File: src/slspc_params.svh
/*
  Constants for the link status and serial PLL configuration registers:
  offsets, field positions, reset values and legal codes.
  Assumes inclusion by its bare name from the package and modules.
*/
// Contract
// - Buffer under/overflow sets sticky status bit 7; writing one clears it.
// - Status bit 6 shows link up, meaning elastic buffer released.
// - Status bit 5 returns sync line level: 0 asserted, 1 released.
// - SYSREF realignment sets status bit 4; writing one clears it.
// - Status bit 3 shows last SYSREF was phase consistent; writes ignored.
// - Up to seven SYSREF pulses may precede alignment; transmitter keeps sending.
// - Status bit 2 high only while every enabled SerDes PLL locks.
// - Reference clock is DAC clock divided by 6-bit divisor, reset 30h. Codes below 02h divide by 2 here.
// - 8-bit multiplier register at offset 0109h, reset value 14h.
// - Subclass 1 releases on multiframe opportunity; subclass 0 when lanes write.
// - Multiplier accepts 10h, 14h, 21h, 28h only, while link disabled.
`ifndef SLSPC_PARAMS_SVH
`define SLSPC_PARAMS_SVH

`define SLSPC_ADDR_W        16
`define SLSPC_OFF_STATUS    16'h0107
`define SLSPC_OFF_PLL_REF_DIVISOR    16'h0108
`define SLSPC_OFF_MPY       16'h0109

`define SLSPC_BIT_SLIP      7
`define SLSPC_BIT_LINKUP    6
`define SLSPC_BIT_SYNC      5
`define SLSPC_BIT_REALIGN   4
`define SLSPC_BIT_SYSREF_CONSISTENT_FLAG   3
`define SLSPC_BIT_LOCKED    2

`define SLSPC_PLL_REF_DIVISOR_W      6
`define SLSPC_PLL_REF_DIVISOR_RST    6'h30
`define SLSPC_PLL_REF_DIVISOR_MIN    6'h02
`define SLSPC_MPY_RST       8'h14
`define SLSPC_MPY_X4        8'h10
`define SLSPC_MPY_X5        8'h14
`define SLSPC_MPY_X8P25     8'h21
`define SLSPC_MPY_X10       8'h28

`define SLSPC_NUM_PLL       4
`define SLSPC_MF_W          8
`define SLSPC_RBD_W         6

`endif

File: src/slspc_pkg.sv
/*
  Types shared by the status and PLL configuration block.
  Assumes the params header is on the include path.
*/
`include "slspc_params.svh"

package slspc_pkg;

  // Elastic buffer release states, one-hot
  typedef enum logic [2:0] {
    SLSPC_REL_IDLE = 3'b001,
    SLSPC_REL_WAIT = 3'b010,
    SLSPC_REL_DONE = 3'b100
  } slspc_rel_e;

  typedef logic [7:0] slspc_byte_t;

endpackage

File: src/slspc_pll_ref_divisor.sv
/*
  Divider producing the PHY PLL reference clock from the DAC clock.
  Assumes the divisor changes only while the link is disabled.
*/
`include "slspc_params.svh"

module slspc_pll_ref_divisor
  import slspc_pkg::*;
(
  input  wire logic                       clk,
  input  wire logic                       reset,
  input  wire logic [`SLSPC_PLL_REF_DIVISOR_W-1:0] divisor,
  output logic                            ref_clk
);

  logic [`SLSPC_PLL_REF_DIVISOR_W-1:0] count;
  logic [`SLSPC_PLL_REF_DIVISOR_W-1:0] next_count;
  logic [`SLSPC_PLL_REF_DIVISOR_W-1:0] div_eff;
  logic                       next_ref_clk;

  // Count modulo div_eff, high for the first div_eff >> 1 counts of each period
  always_comb begin
    div_eff = (divisor < `SLSPC_PLL_REF_DIVISOR_MIN) ? `SLSPC_PLL_REF_DIVISOR_MIN : divisor;
    if (count >= div_eff - `SLSPC_PLL_REF_DIVISOR_W'(1)) begin
      next_count = '0;
    end else begin
      next_count = count + `SLSPC_PLL_REF_DIVISOR_W'(1);
    end
    next_ref_clk = (next_count < (div_eff >> 1));
  end

  // Register counter and clock
  always_ff @(posedge clk) begin
    if (reset) begin
      count   <= '0;
      ref_clk <= 1'b0;
    end else begin
      count   <= next_count;
      ref_clk <= next_ref_clk;
    end
  end

endmodule

File: src/slspc_regs.sv
/*
  Link status register, reference divisor and PLL multiplier registers,
  with elastic buffer release control and the reference clock divider.
  Assumes the register port is the parallel side of the serial control
  port, and that all link inputs are on the DAC clock.
*/
`include "slspc_params.svh"

module slspc_regs
  import slspc_pkg::*;
(
  input  wire logic                       clk,
  input  wire logic                       reset,
  input  wire logic                       reg_wr,
  input  wire logic                       reg_rd,
  input  wire logic [`SLSPC_ADDR_W-1:0]   reg_addr,
  input  wire logic [7:0]                 reg_wdata,
  output logic [7:0]                      reg_rdata,
  input  wire logic                       link_enable,
  input  wire logic                       subclass1,
  input  wire logic                       lanes_writing,
  input  wire logic [`SLSPC_MF_W-1:0]     multiframe_counter,
  input  wire logic [`SLSPC_RBD_W-1:0]    release_buffer_delay,
  input  wire logic                       buffer_fault,
  input  wire logic                       sync_line_level,
  input  wire logic                       sysref_pulse,
  input  wire logic                       sysref_realign,
  input  wire logic                       sysref_phase_ok,
  input  wire logic [`SLSPC_NUM_PLL-1:0]  pll_enable,
  input  wire logic [`SLSPC_NUM_PLL-1:0]  pll_lock,
  output logic                            buffer_release,
  output logic [`SLSPC_PLL_REF_DIVISOR_W-1:0]      pll_ref_divisor,
  output logic [7:0]                      pll_multiplier,
  output logic                            pll_ref_clk
);

  slspc_rel_e                    rel_state;
  slspc_rel_e                    next_rel_state;
  logic                          buffer_slip_flag;
  logic                          next_buffer_slip_flag;
  logic                          realign_flag;
  logic                          next_realign_flag;
  logic                          sysref_consistent_flag;
  logic                          next_sysref_consistent_flag;
  logic                          pll_locked;
  logic                          next_pll_locked;
  logic [`SLSPC_PLL_REF_DIVISOR_W-1:0]    next_pll_ref_divisor;
  logic [7:0]                    next_pll_multiplier;
  logic [7:0]                    next_reg_rdata;
  logic [7:0]                    status_word;
  logic [`SLSPC_NUM_PLL-1:0]     pll_ok;
  logic                          wr_status;
  logic                          wr_pll_ref_divisor;
  logic                          wr_mpy;
  logic                          mpy_legal;
  logic                          opportunity;

  // Per PLL: disabled PLLs count as locked
  genvar gi;
  generate
    for (gi = 0; gi < `SLSPC_NUM_PLL; gi = gi + 1) begin : g_pll
      assign pll_ok[gi] = ~pll_enable[gi] | pll_lock[gi];
    end
  endgenerate

  // Address decode and legality of multiplier codes
  assign wr_status = reg_wr && (reg_addr == `SLSPC_OFF_STATUS);
  assign wr_pll_ref_divisor = reg_wr && (reg_addr == `SLSPC_OFF_PLL_REF_DIVISOR);
  assign wr_mpy    = reg_wr && (reg_addr == `SLSPC_OFF_MPY);
  assign mpy_legal = (reg_wdata == `SLSPC_MPY_X4) ||
                     (reg_wdata == `SLSPC_MPY_X5) ||
                     (reg_wdata == `SLSPC_MPY_X8P25) ||
                     (reg_wdata == `SLSPC_MPY_X10);

  // Release opportunity when the multiframe count meets the delay
  assign opportunity = (multiframe_counter ==
                        {{(`SLSPC_MF_W-`SLSPC_RBD_W){1'b0}}, release_buffer_delay});

  // Elastic buffer release sequence
  always_comb begin
    next_rel_state = rel_state;
    unique case (rel_state)
      SLSPC_REL_IDLE: begin
        if (link_enable) begin
          next_rel_state = SLSPC_REL_WAIT;
        end
      end
      SLSPC_REL_WAIT: begin
        if (!link_enable) begin
          next_rel_state = SLSPC_REL_IDLE;
        end else if (lanes_writing && (!subclass1 || opportunity)) begin
          next_rel_state = SLSPC_REL_DONE;
        end
      end
      SLSPC_REL_DONE: begin
        if (!link_enable) begin
          next_rel_state = SLSPC_REL_IDLE;
        end
      end
      default: begin
        next_rel_state = SLSPC_REL_IDLE;
      end
    endcase
  end

  // Release state register
  always_ff @(posedge clk) begin
    if (reset) begin
      rel_state <= SLSPC_REL_IDLE;
    end else begin
      rel_state <= next_rel_state;
    end
  end

  assign buffer_release = (rel_state == SLSPC_REL_DONE);

  // Status flags: a new slip or realign event beats a same-cycle write clear
  always_comb begin
    next_buffer_slip_flag = buffer_slip_flag;
    if (wr_status && reg_wdata[`SLSPC_BIT_SLIP]) begin
      next_buffer_slip_flag = 1'b0;
    end
    if (buffer_fault) begin
      next_buffer_slip_flag = 1'b1;
    end
    next_realign_flag = realign_flag;
    if (wr_status && reg_wdata[`SLSPC_BIT_REALIGN]) begin
      next_realign_flag = 1'b0;
    end
    if (sysref_realign) begin
      next_realign_flag = 1'b1;
    end
    // Each SYSREF pulse while the link is enabled re-judges alignment; writes have no effect
    next_sysref_consistent_flag = sysref_consistent_flag;
    if (!link_enable) begin
      next_sysref_consistent_flag = 1'b0;
    end else if (sysref_pulse) begin
      next_sysref_consistent_flag = sysref_phase_ok;
    end
    next_pll_locked = &pll_ok;
  end

  // Status flag registers, cleared at reset only for a clean start
  always_ff @(posedge clk) begin
    if (reset) begin
      buffer_slip_flag       <= 1'b0;
      realign_flag           <= 1'b0;
      sysref_consistent_flag <= 1'b0;
      pll_locked             <= 1'b0;
    end else begin
      buffer_slip_flag       <= next_buffer_slip_flag;
      realign_flag           <= next_realign_flag;
      sysref_consistent_flag <= next_sysref_consistent_flag;
      pll_locked             <= next_pll_locked;
    end
  end

  // Configuration: divisor any code, multiplier legal codes while disabled
  always_comb begin
    next_pll_ref_divisor = pll_ref_divisor;
    next_pll_multiplier  = pll_multiplier;
    if (wr_pll_ref_divisor) begin
      next_pll_ref_divisor = reg_wdata[`SLSPC_PLL_REF_DIVISOR_W-1:0];
    end
    if (wr_mpy && mpy_legal && !link_enable) begin
      next_pll_multiplier = reg_wdata;
    end
  end

  // Configuration registers
  always_ff @(posedge clk) begin
    if (reset) begin
      pll_ref_divisor <= `SLSPC_PLL_REF_DIVISOR_RST;
      pll_multiplier  <= `SLSPC_MPY_RST;
    end else begin
      pll_ref_divisor <= next_pll_ref_divisor;
      pll_multiplier  <= next_pll_multiplier;
    end
  end

  // Assemble status word; low two bits are always zero
  always_comb begin
    status_word                     = 8'h00;
    status_word[`SLSPC_BIT_SLIP]    = buffer_slip_flag;
    status_word[`SLSPC_BIT_LINKUP]  = buffer_release;
    status_word[`SLSPC_BIT_SYNC]    = sync_line_level;
    status_word[`SLSPC_BIT_REALIGN] = realign_flag;
    status_word[`SLSPC_BIT_SYSREF_CONSISTENT_FLAG] = sysref_consistent_flag;
    status_word[`SLSPC_BIT_LOCKED]  = pll_locked;
  end

  // Read mux, unmapped addresses read zero, data held between reads
  always_comb begin
    next_reg_rdata = reg_rdata;
    if (reg_rd) begin
      unique case (reg_addr)
        `SLSPC_OFF_STATUS: next_reg_rdata = status_word;
        `SLSPC_OFF_PLL_REF_DIVISOR: next_reg_rdata = {2'b00, pll_ref_divisor};
        `SLSPC_OFF_MPY:    next_reg_rdata = pll_multiplier;
        default:           next_reg_rdata = 8'h00;
      endcase
    end
  end

  // Read data register
  always_ff @(posedge clk) begin
    if (reset) begin
      reg_rdata <= 8'h00;
    end else begin
      reg_rdata <= next_reg_rdata;
    end
  end

  // Reference clock divider
  slspc_pll_ref_divisor u_pll_ref_divisor (
    .clk     (clk),
    .reset   (reset),
    .divisor (pll_ref_divisor),
    .ref_clk (pll_ref_clk)
  );

endmodule

File: config.mk
export PLATFORM = sky130hd
export DESIGN_NAME = slspc_regs
export DESIGN_NICKNAME = d
export VERILOG_FILES = /design/src/slspc_pkg.sv /design/src/slspc_pll_ref_divisor.sv /design/src/slspc_regs.sv
export VERILOG_INCLUDE_DIRS = /design/src /design/src/src
export SDC_FILE = /design/constraint.sdc
export NUM_CORES = 1
export LEC_CHECK = 0
export BUFFER_PORTS_ARGS = -buffer_cell sky130_fd_sc_hd__buf_4
export CELL_PAD_IN_SITES_DETAIL_PLACEMENT = 0
export CELL_PAD_IN_SITES_GLOBAL_PLACEMENT = 1
export CORE_ASPECT_RATIO = 1.4
export CORE_MARGIN = 2
export CORE_UTILIZATION = 39
export CTS_BUF_LIST = sky130_fd_sc_hd__clkbuf_4
export CTS_CLUSTER_SIZE = 10
export DETAILED_ROUTE_END_ITERATION = 10
export PLACE_DENSITY = 0.88
export SLEW_MARGIN = 15
export SYNTH_ARGS = -nofsm -noshare
export SYNTH_HDL_FRONTEND = slang
export SYNTH_SLANG_ARGS = --single-unit
export TNS_END_PERCENT = 5
File: constraint.sdc
create_clock -name clk -period 4.6 [get_ports clk]
set_input_delay 0.23 -clock clk [delete_from_list [all_inputs] [get_ports clk]]
set_output_delay 0.23 -clock clk [all_outputs]
set_load 0.01 [all_outputs]
# Word level (Yosys, flattened, before mapping)
# Cells that the tools add are included.
# totals
register_bits	36
in_bits	58
elab_cells	69
# op_classes
addsub	2
n_lt_le_gt_ge	3
n_eq_ne	14
n_mux	12
bitwise	9
reduce_logical	19
# ops
cell	n
16-bit by 9-bit == test with 1-bit output (second input constant)	3
8-bit case mux with 3 select lines	1
8-bit by 5-bit == test with 1-bit output (second input constant)	2
8-bit by 6-bit == test with 1-bit output (second input constant)	2
3-bit 2-to-1 mux	4
6-bit 2-to-1 mux	2
3-bit case mux with 3 select lines	1
8-bit by 6-bit == test with 1-bit output	1
1-bit logical AND	8
6-bit by 1-bit adder with 6-bit output (second input constant)	1
6-bit greater-or-equal comparator	1
6-bit by 2-bit less-than comparator with 1-bit output (second input constant)	1
6-bit by 5-bit less-than comparator with 1-bit output	1
6-bit by 1-bit subtractor with 6-bit output (second input constant)	1
1-bit inverter	5
1-bit logical OR	4
1-bit 2-to-1 mux	4
2-bit != test (second input constant)	2
1-bit bitwise OR	4
4-bit AND reduction	1
2-bit nonzero test	2
3-bit by 1-bit == test with 1-bit output (second input constant)	1
3-bit by 2-bit == test with 1-bit output (second input constant)	1
3-bit == test (second input constant)	1
4 further kinds	5

# Logic depth before layout (Yosys ltp)
# logic_depth
depth_word	6
mapped_depth	16

# Cells and area by module
# Synthesis repeated with hierarchy kept, for this count alone.
# unflattened
cells_unflattened	242
hier_area_um2	2155.8
# by_module_without_submodules
module	n_inst	cells_each	area_each_um2
slspc_regs	1	170	1551.5
slspc_pll_ref_divisor	1	72	604.3

# Worst setup path before layout
# No wires, ideal clock.
# synth_path
path_kind	register to register
from	reg pll_ref_divisor[2]
to	reg u_pll_ref_divisor.ref_clk
setup_time_ps	119
t_arrival_ps	2901
required_time_ps	4481
setup_slack_ps	1580
stages_incl_launch_ff	16
synth_period_minus_slack_ps	3020
cell_sequence	dfxtp_1 > nor2_1 > nand2_1 > o21ai_0 > ha_1 > nand2_1 > xnor2_1 > ha_1 > nand4_1 > o21ai_0 > nor2_1 > ha_1 > nand3_1 > nor3b_1 > nor3_1 > o221a_2
# synth_via
elab_chain_len	6
# synth_lines
element	line_no	source
from (decl)	slspc_regs.sv:32	output logic [`SLSPC_PLL_REF_DIVISOR_W-1:0] pll_ref_divisor,
from (signal assigned)	slspc_regs.sv:173	pll_ref_divisor <= `SLSPC_PLL_REF_DIVISOR_RST;
from (signal assigned)	slspc_regs.sv:176	pll_ref_divisor <= next_pll_ref_divisor;
6-bit by 2-bit less-than comparator with 1-bit output (no line)	n/a	
6-bit 2-to-1 mux (*)	slspc_pll_ref_divisor.sv:23	div_eff = (divisor < `SLSPC_PLL_REF_DIVISOR_MIN) ? `SLSPC_PLL_REF_DIVISOR_MIN : divisor;
6-bit by 1-bit subtractor with 6-bit output (*)	slspc_pll_ref_divisor.sv:24	if (count >= div_eff - `SLSPC_PLL_REF_DIVISOR_W'(1)) begin
6-bit greater-or-equal comparator (*)	slspc_pll_ref_divisor.sv:24	
6-bit 2-to-1 mux (*)	slspc_pll_ref_divisor.sv:24	
named net u_pll_ref_divisor.next_count[4]	slspc_pll_ref_divisor.sv:17	logic [`SLSPC_PLL_REF_DIVISOR_W-1:0] next_count;
6-bit by 5-bit less-than comparator with 1-bit output (*)	slspc_pll_ref_divisor.sv:29	next_ref_clk = (next_count < (div_eff >> 1));
to (signal assigned)	slspc_pll_ref_divisor.sv:39	ref_clk <= next_ref_clk;
to (decl)	slspc_pll_ref_divisor.sv:13	output logic ref_clk
# The timed path passes the listed nets; every way through them passes the cells marked *.
# A chain may end at the register's enable or synchronous reset.

# Worst setup path in the final report
# Ends and elaborated chain as after synthesis.

==> results.py <==
metrics = {
    "outcome": {
        "outcome": "completed",
    },
    "critical_path": {
        "cp_max_fo": 7,
        "crit_top_cell": "ha_1",
        "worstPathRequired_ns": 4.85,
        "slowest_delay_ns": 0.46,
        "cp-start-kind": "flop",
        "r2r_start": "pll_ref_divisor[2]",
        "critPathLaunch": "pll_ref_divisor[2]",
        "reg2reg_slack_ns": 1.22,
        "cp_slowest_cell": "o21ai_0",
        "worstPathCellList": "nor2_1 -> nand2_1 -> o21ai_0 -> ha_1 -> nand2_1 -> xnor2_1 -> ha_1 -> nand4_1 -> o21ai_0 -> nor2_1 -> ha_1 -> nand3_1 -> nor3b_1 -> nor3_1 -> o221a_2",
        "cp.arrival_ns": 3.63,
        "endpoint_kind": "flop",
        "crit_type": "reg2reg",
    },
    "detailed_routing": {
        "routedWlPerCell_um": 15.4,
        "dr_total_vias": 2141,
        "drc": 0,
        "first_pass_iters": 4,
        "dr.first_iter.drc_count": 77,
        "routed_wl_um": 6020,
        "final_antenna_net_count": 0,
        "via_per_inst": 5.46,
    },
    "clock_tree": {
        "cts_buffers": 5,
        "ctsResizeCount": 0,
        "cts_max_path_buffers": 2,
        "cts_tree": "yes",
        "cts_setup_buffers": 0,
        "cts_hold_buf": 0,
        "cts-root-buf": "clkbuf_4",
        "clk-insertion-delay-late_ns": 0.35,
        "htreeDepth": 2,
        "clock_sinks": 36,
        "cts.clk_slew.worst_paths_ns": 0.12,
    },
    "power": {
        "ir_worst_vdd_mv": 0.169,
        "power.leakage_nw": 1.24,
        "power.density_mw_per_mm2": 226,
    },
    "timing": {
        "period_minus_slack_ns": 3.38,
        "max-slew-margin-rel_pct": 35.2,
        "fin_crit_sh_pct": 73.5,
        "slew_violations": 0,
        "clock_skew_ns": 0.00526,
        "setup_viol": 0,
        "worstMarginPinSlew_ns": 0.958,
        "rsz0062_at_grt": "no",
        "max_freq_mhz": 296,
        "timing_hold_violations_final": 0,
        "finalSetupTns_ns": 0,
        "worst_slack_ns": 1.22,
    },
    "floorplanning": {
        "start_util_pct": 40.5,
        "dieArea_sq_mm": 0.00601,
        "core_area_sq_mm": 0.00520,
        "die_w_um": 66.1,
        "die_h_um": 90.9,
        "rows": 31,
        "ios": 82,
    },
    "finish": {
        "multi_input_area_sq_mm": 0.00130,
        "nFillCells": 548,
        "stdcell_area_sq_mm": 0.00284,
        "drive_gt1_share_pct": 30.7,
        "final_nets": 395,
        "regArea_sq_um": 721,
        "area_growth_syn_to_layout_pct": 34.8,
        "utilization_pct": 54.6,
        "diodes": 0,
    },
    "place": {
        "place_area_sq_mm": 0.00276,
        "port-buffer-count": 81,
        "dpl.hpwl_um": 4780,
        "gp_congestion": 0.843,
        "dp_worst_setup_slack_ns": 1.26,
    },
    "synth": {
        "synth_area_sq_mm": 0.00210,
        "synth-seq-area-share_pct": 34.2,
        "syn_nets": 314,
        "synth_top_area_share_pct": 34.2,
        "ys_warn_count": 0,
        "ys_types": 50,
        "synth.largest_area_cell": "dfxtp_1",
        "ys_ff_latch": 36,
        "ys_top_cells_by_area": "dfxtp_1 34%, ha_1 7.1%, nor2_1 3.9%",
        "synth_ff_type": "dfxtp_1",
        "syn_inst": 244,
        "synth_edf_count": 0,
        "syn_avg_cell_area_sq_um": 8.63,
        "async_reset_ff_share_pct": 0,
    },
    "run": {
        "drv_cap": 0,
    },
    "min_path": {
        "min-delay-start": "buffer_fault",
        "hold_path.class": "in2reg",
    },
    "grt": {
        "grt_remaining_overflow": 0,
        "grt_pass1_wl_um": 9930,
        "track_usage_pct": 21.0,
        "grt_max_degree": 17,
        "antenna_found_initial": 0,
        "grt_pass1_vias": 2203,
    },
}
[flip-flops by register name, indices dropped and copies added (netlist names)]
| signal | cells |
|---|---|
| buffer_slip_flag | 1 |
| pll_locked | 1 |
| pll_multiplier | 8 |
| pll_ref_divisor | 6 |
| realign_flag | 1 |
| reg_rdata | 8 |
| rel_state | 3 |
| sysref_consistent_flag | 1 |
| u_pll_ref_divisor.count | 6 |
| u_pll_ref_divisor.ref_clk | 1 |
[worst max-delay path, delay by kind of cell, from the launching register on]
kind	cells	cell delay (ns)
fa+ha+maj	3	0.84
xor+xnor	1	0.13
simple gates	8	0.98
flops	1	0.40
compound gates	3	0.93
[kinds of logic (layout without fill, tap and decap cells)]
group                      Yosys count  in the layout  share of synthesized area, %
AOI/OAI and AO/OA                   61             61                          18.8
buffers and inverters               20            102                          4.16
and+or+nand+nor                     96             96                          27.3
muxes                                7              7                          3.33
xor gates and xnor gates            12             12                          4.99
adders and majority gates           12             12                          7.13
DFF                                 36             36                          34.2
[cell usage after synthesis (3+ instances only)]
cell and number:
nand2_1 15, ha_1 12, xor2_1 6, nand3_1 11
a22oi_1 6, mux2i_1 7, a21oi_1 10, nand2b_1 4
dfxtp_1 36, nor2b_1 5, xnor2_1 6, nor2_1 22
nor3_1 6, and2_1 5, nor4_2 3, clkbuf_1 4
a31oi_1 6, and3_1 3, o21ai_0 16, inv_1 13
o21a_1 6
[where the power goes]
part           switching, mW  total, mW  internal (mW)
logic                 0.0386     0.0905         0.0519
registers            0.00582      0.323          0.318
clock network          0.113      0.226          0.113
[layout by cell type, fill, tap and decap left out, drive strengths merged, types with 7 or more instances in the layout]
master	instances
a21oi	10
buf	81
dfxtp	36
ha	12
inv	13
mux2i	7
nand2	15
nand3	11
nor2	22
o21ai	18
[metal layers]
metal | vias to the layer above | wire (um) | track usage, %
met1 | 1000 | 2250 | 22.6
met3 | 19 | 361 | 5.11
met2 | 71 | 3220 | 37.6
met4 | 0 | 193 | 9.01
met5 | - | 0 | 0
li1 | 1051 | - | -
[layout make-up]
class,count,share of cell area (%)
Multi-Input combinational cell,188,45.7
Sequential cell,36,25.4
Timing Repair Buffer,81,21.4
Tap cell,66,2.91
Inverter,13,1.72
Clock inverter,3,1.50
Clock buffer,5,1.32
[per-stage QoR]
step                      std cells  hold slack [ns]  power, mW
after floorplan                 244            0.328      0.368
after global placement          384            0.444      0.419
after detailed placement        384            0.447      0.421
after CTS                       392           0.0878      0.644
after global routing            392           0.0936      0.667
final                           392           0.0953      0.640
[worst paths after layout]
path / to / cells past startpoint
worst min-delay path: buffer_slip_flag / 2
worst max-delay path: u_pll_ref_divisor.ref_clk / 15
worst max register to register: u_pll_ref_divisor.ref_clk / 15
worst min register to register: reg_rdata[7] / 2
(Power assumes the default switching activity.)
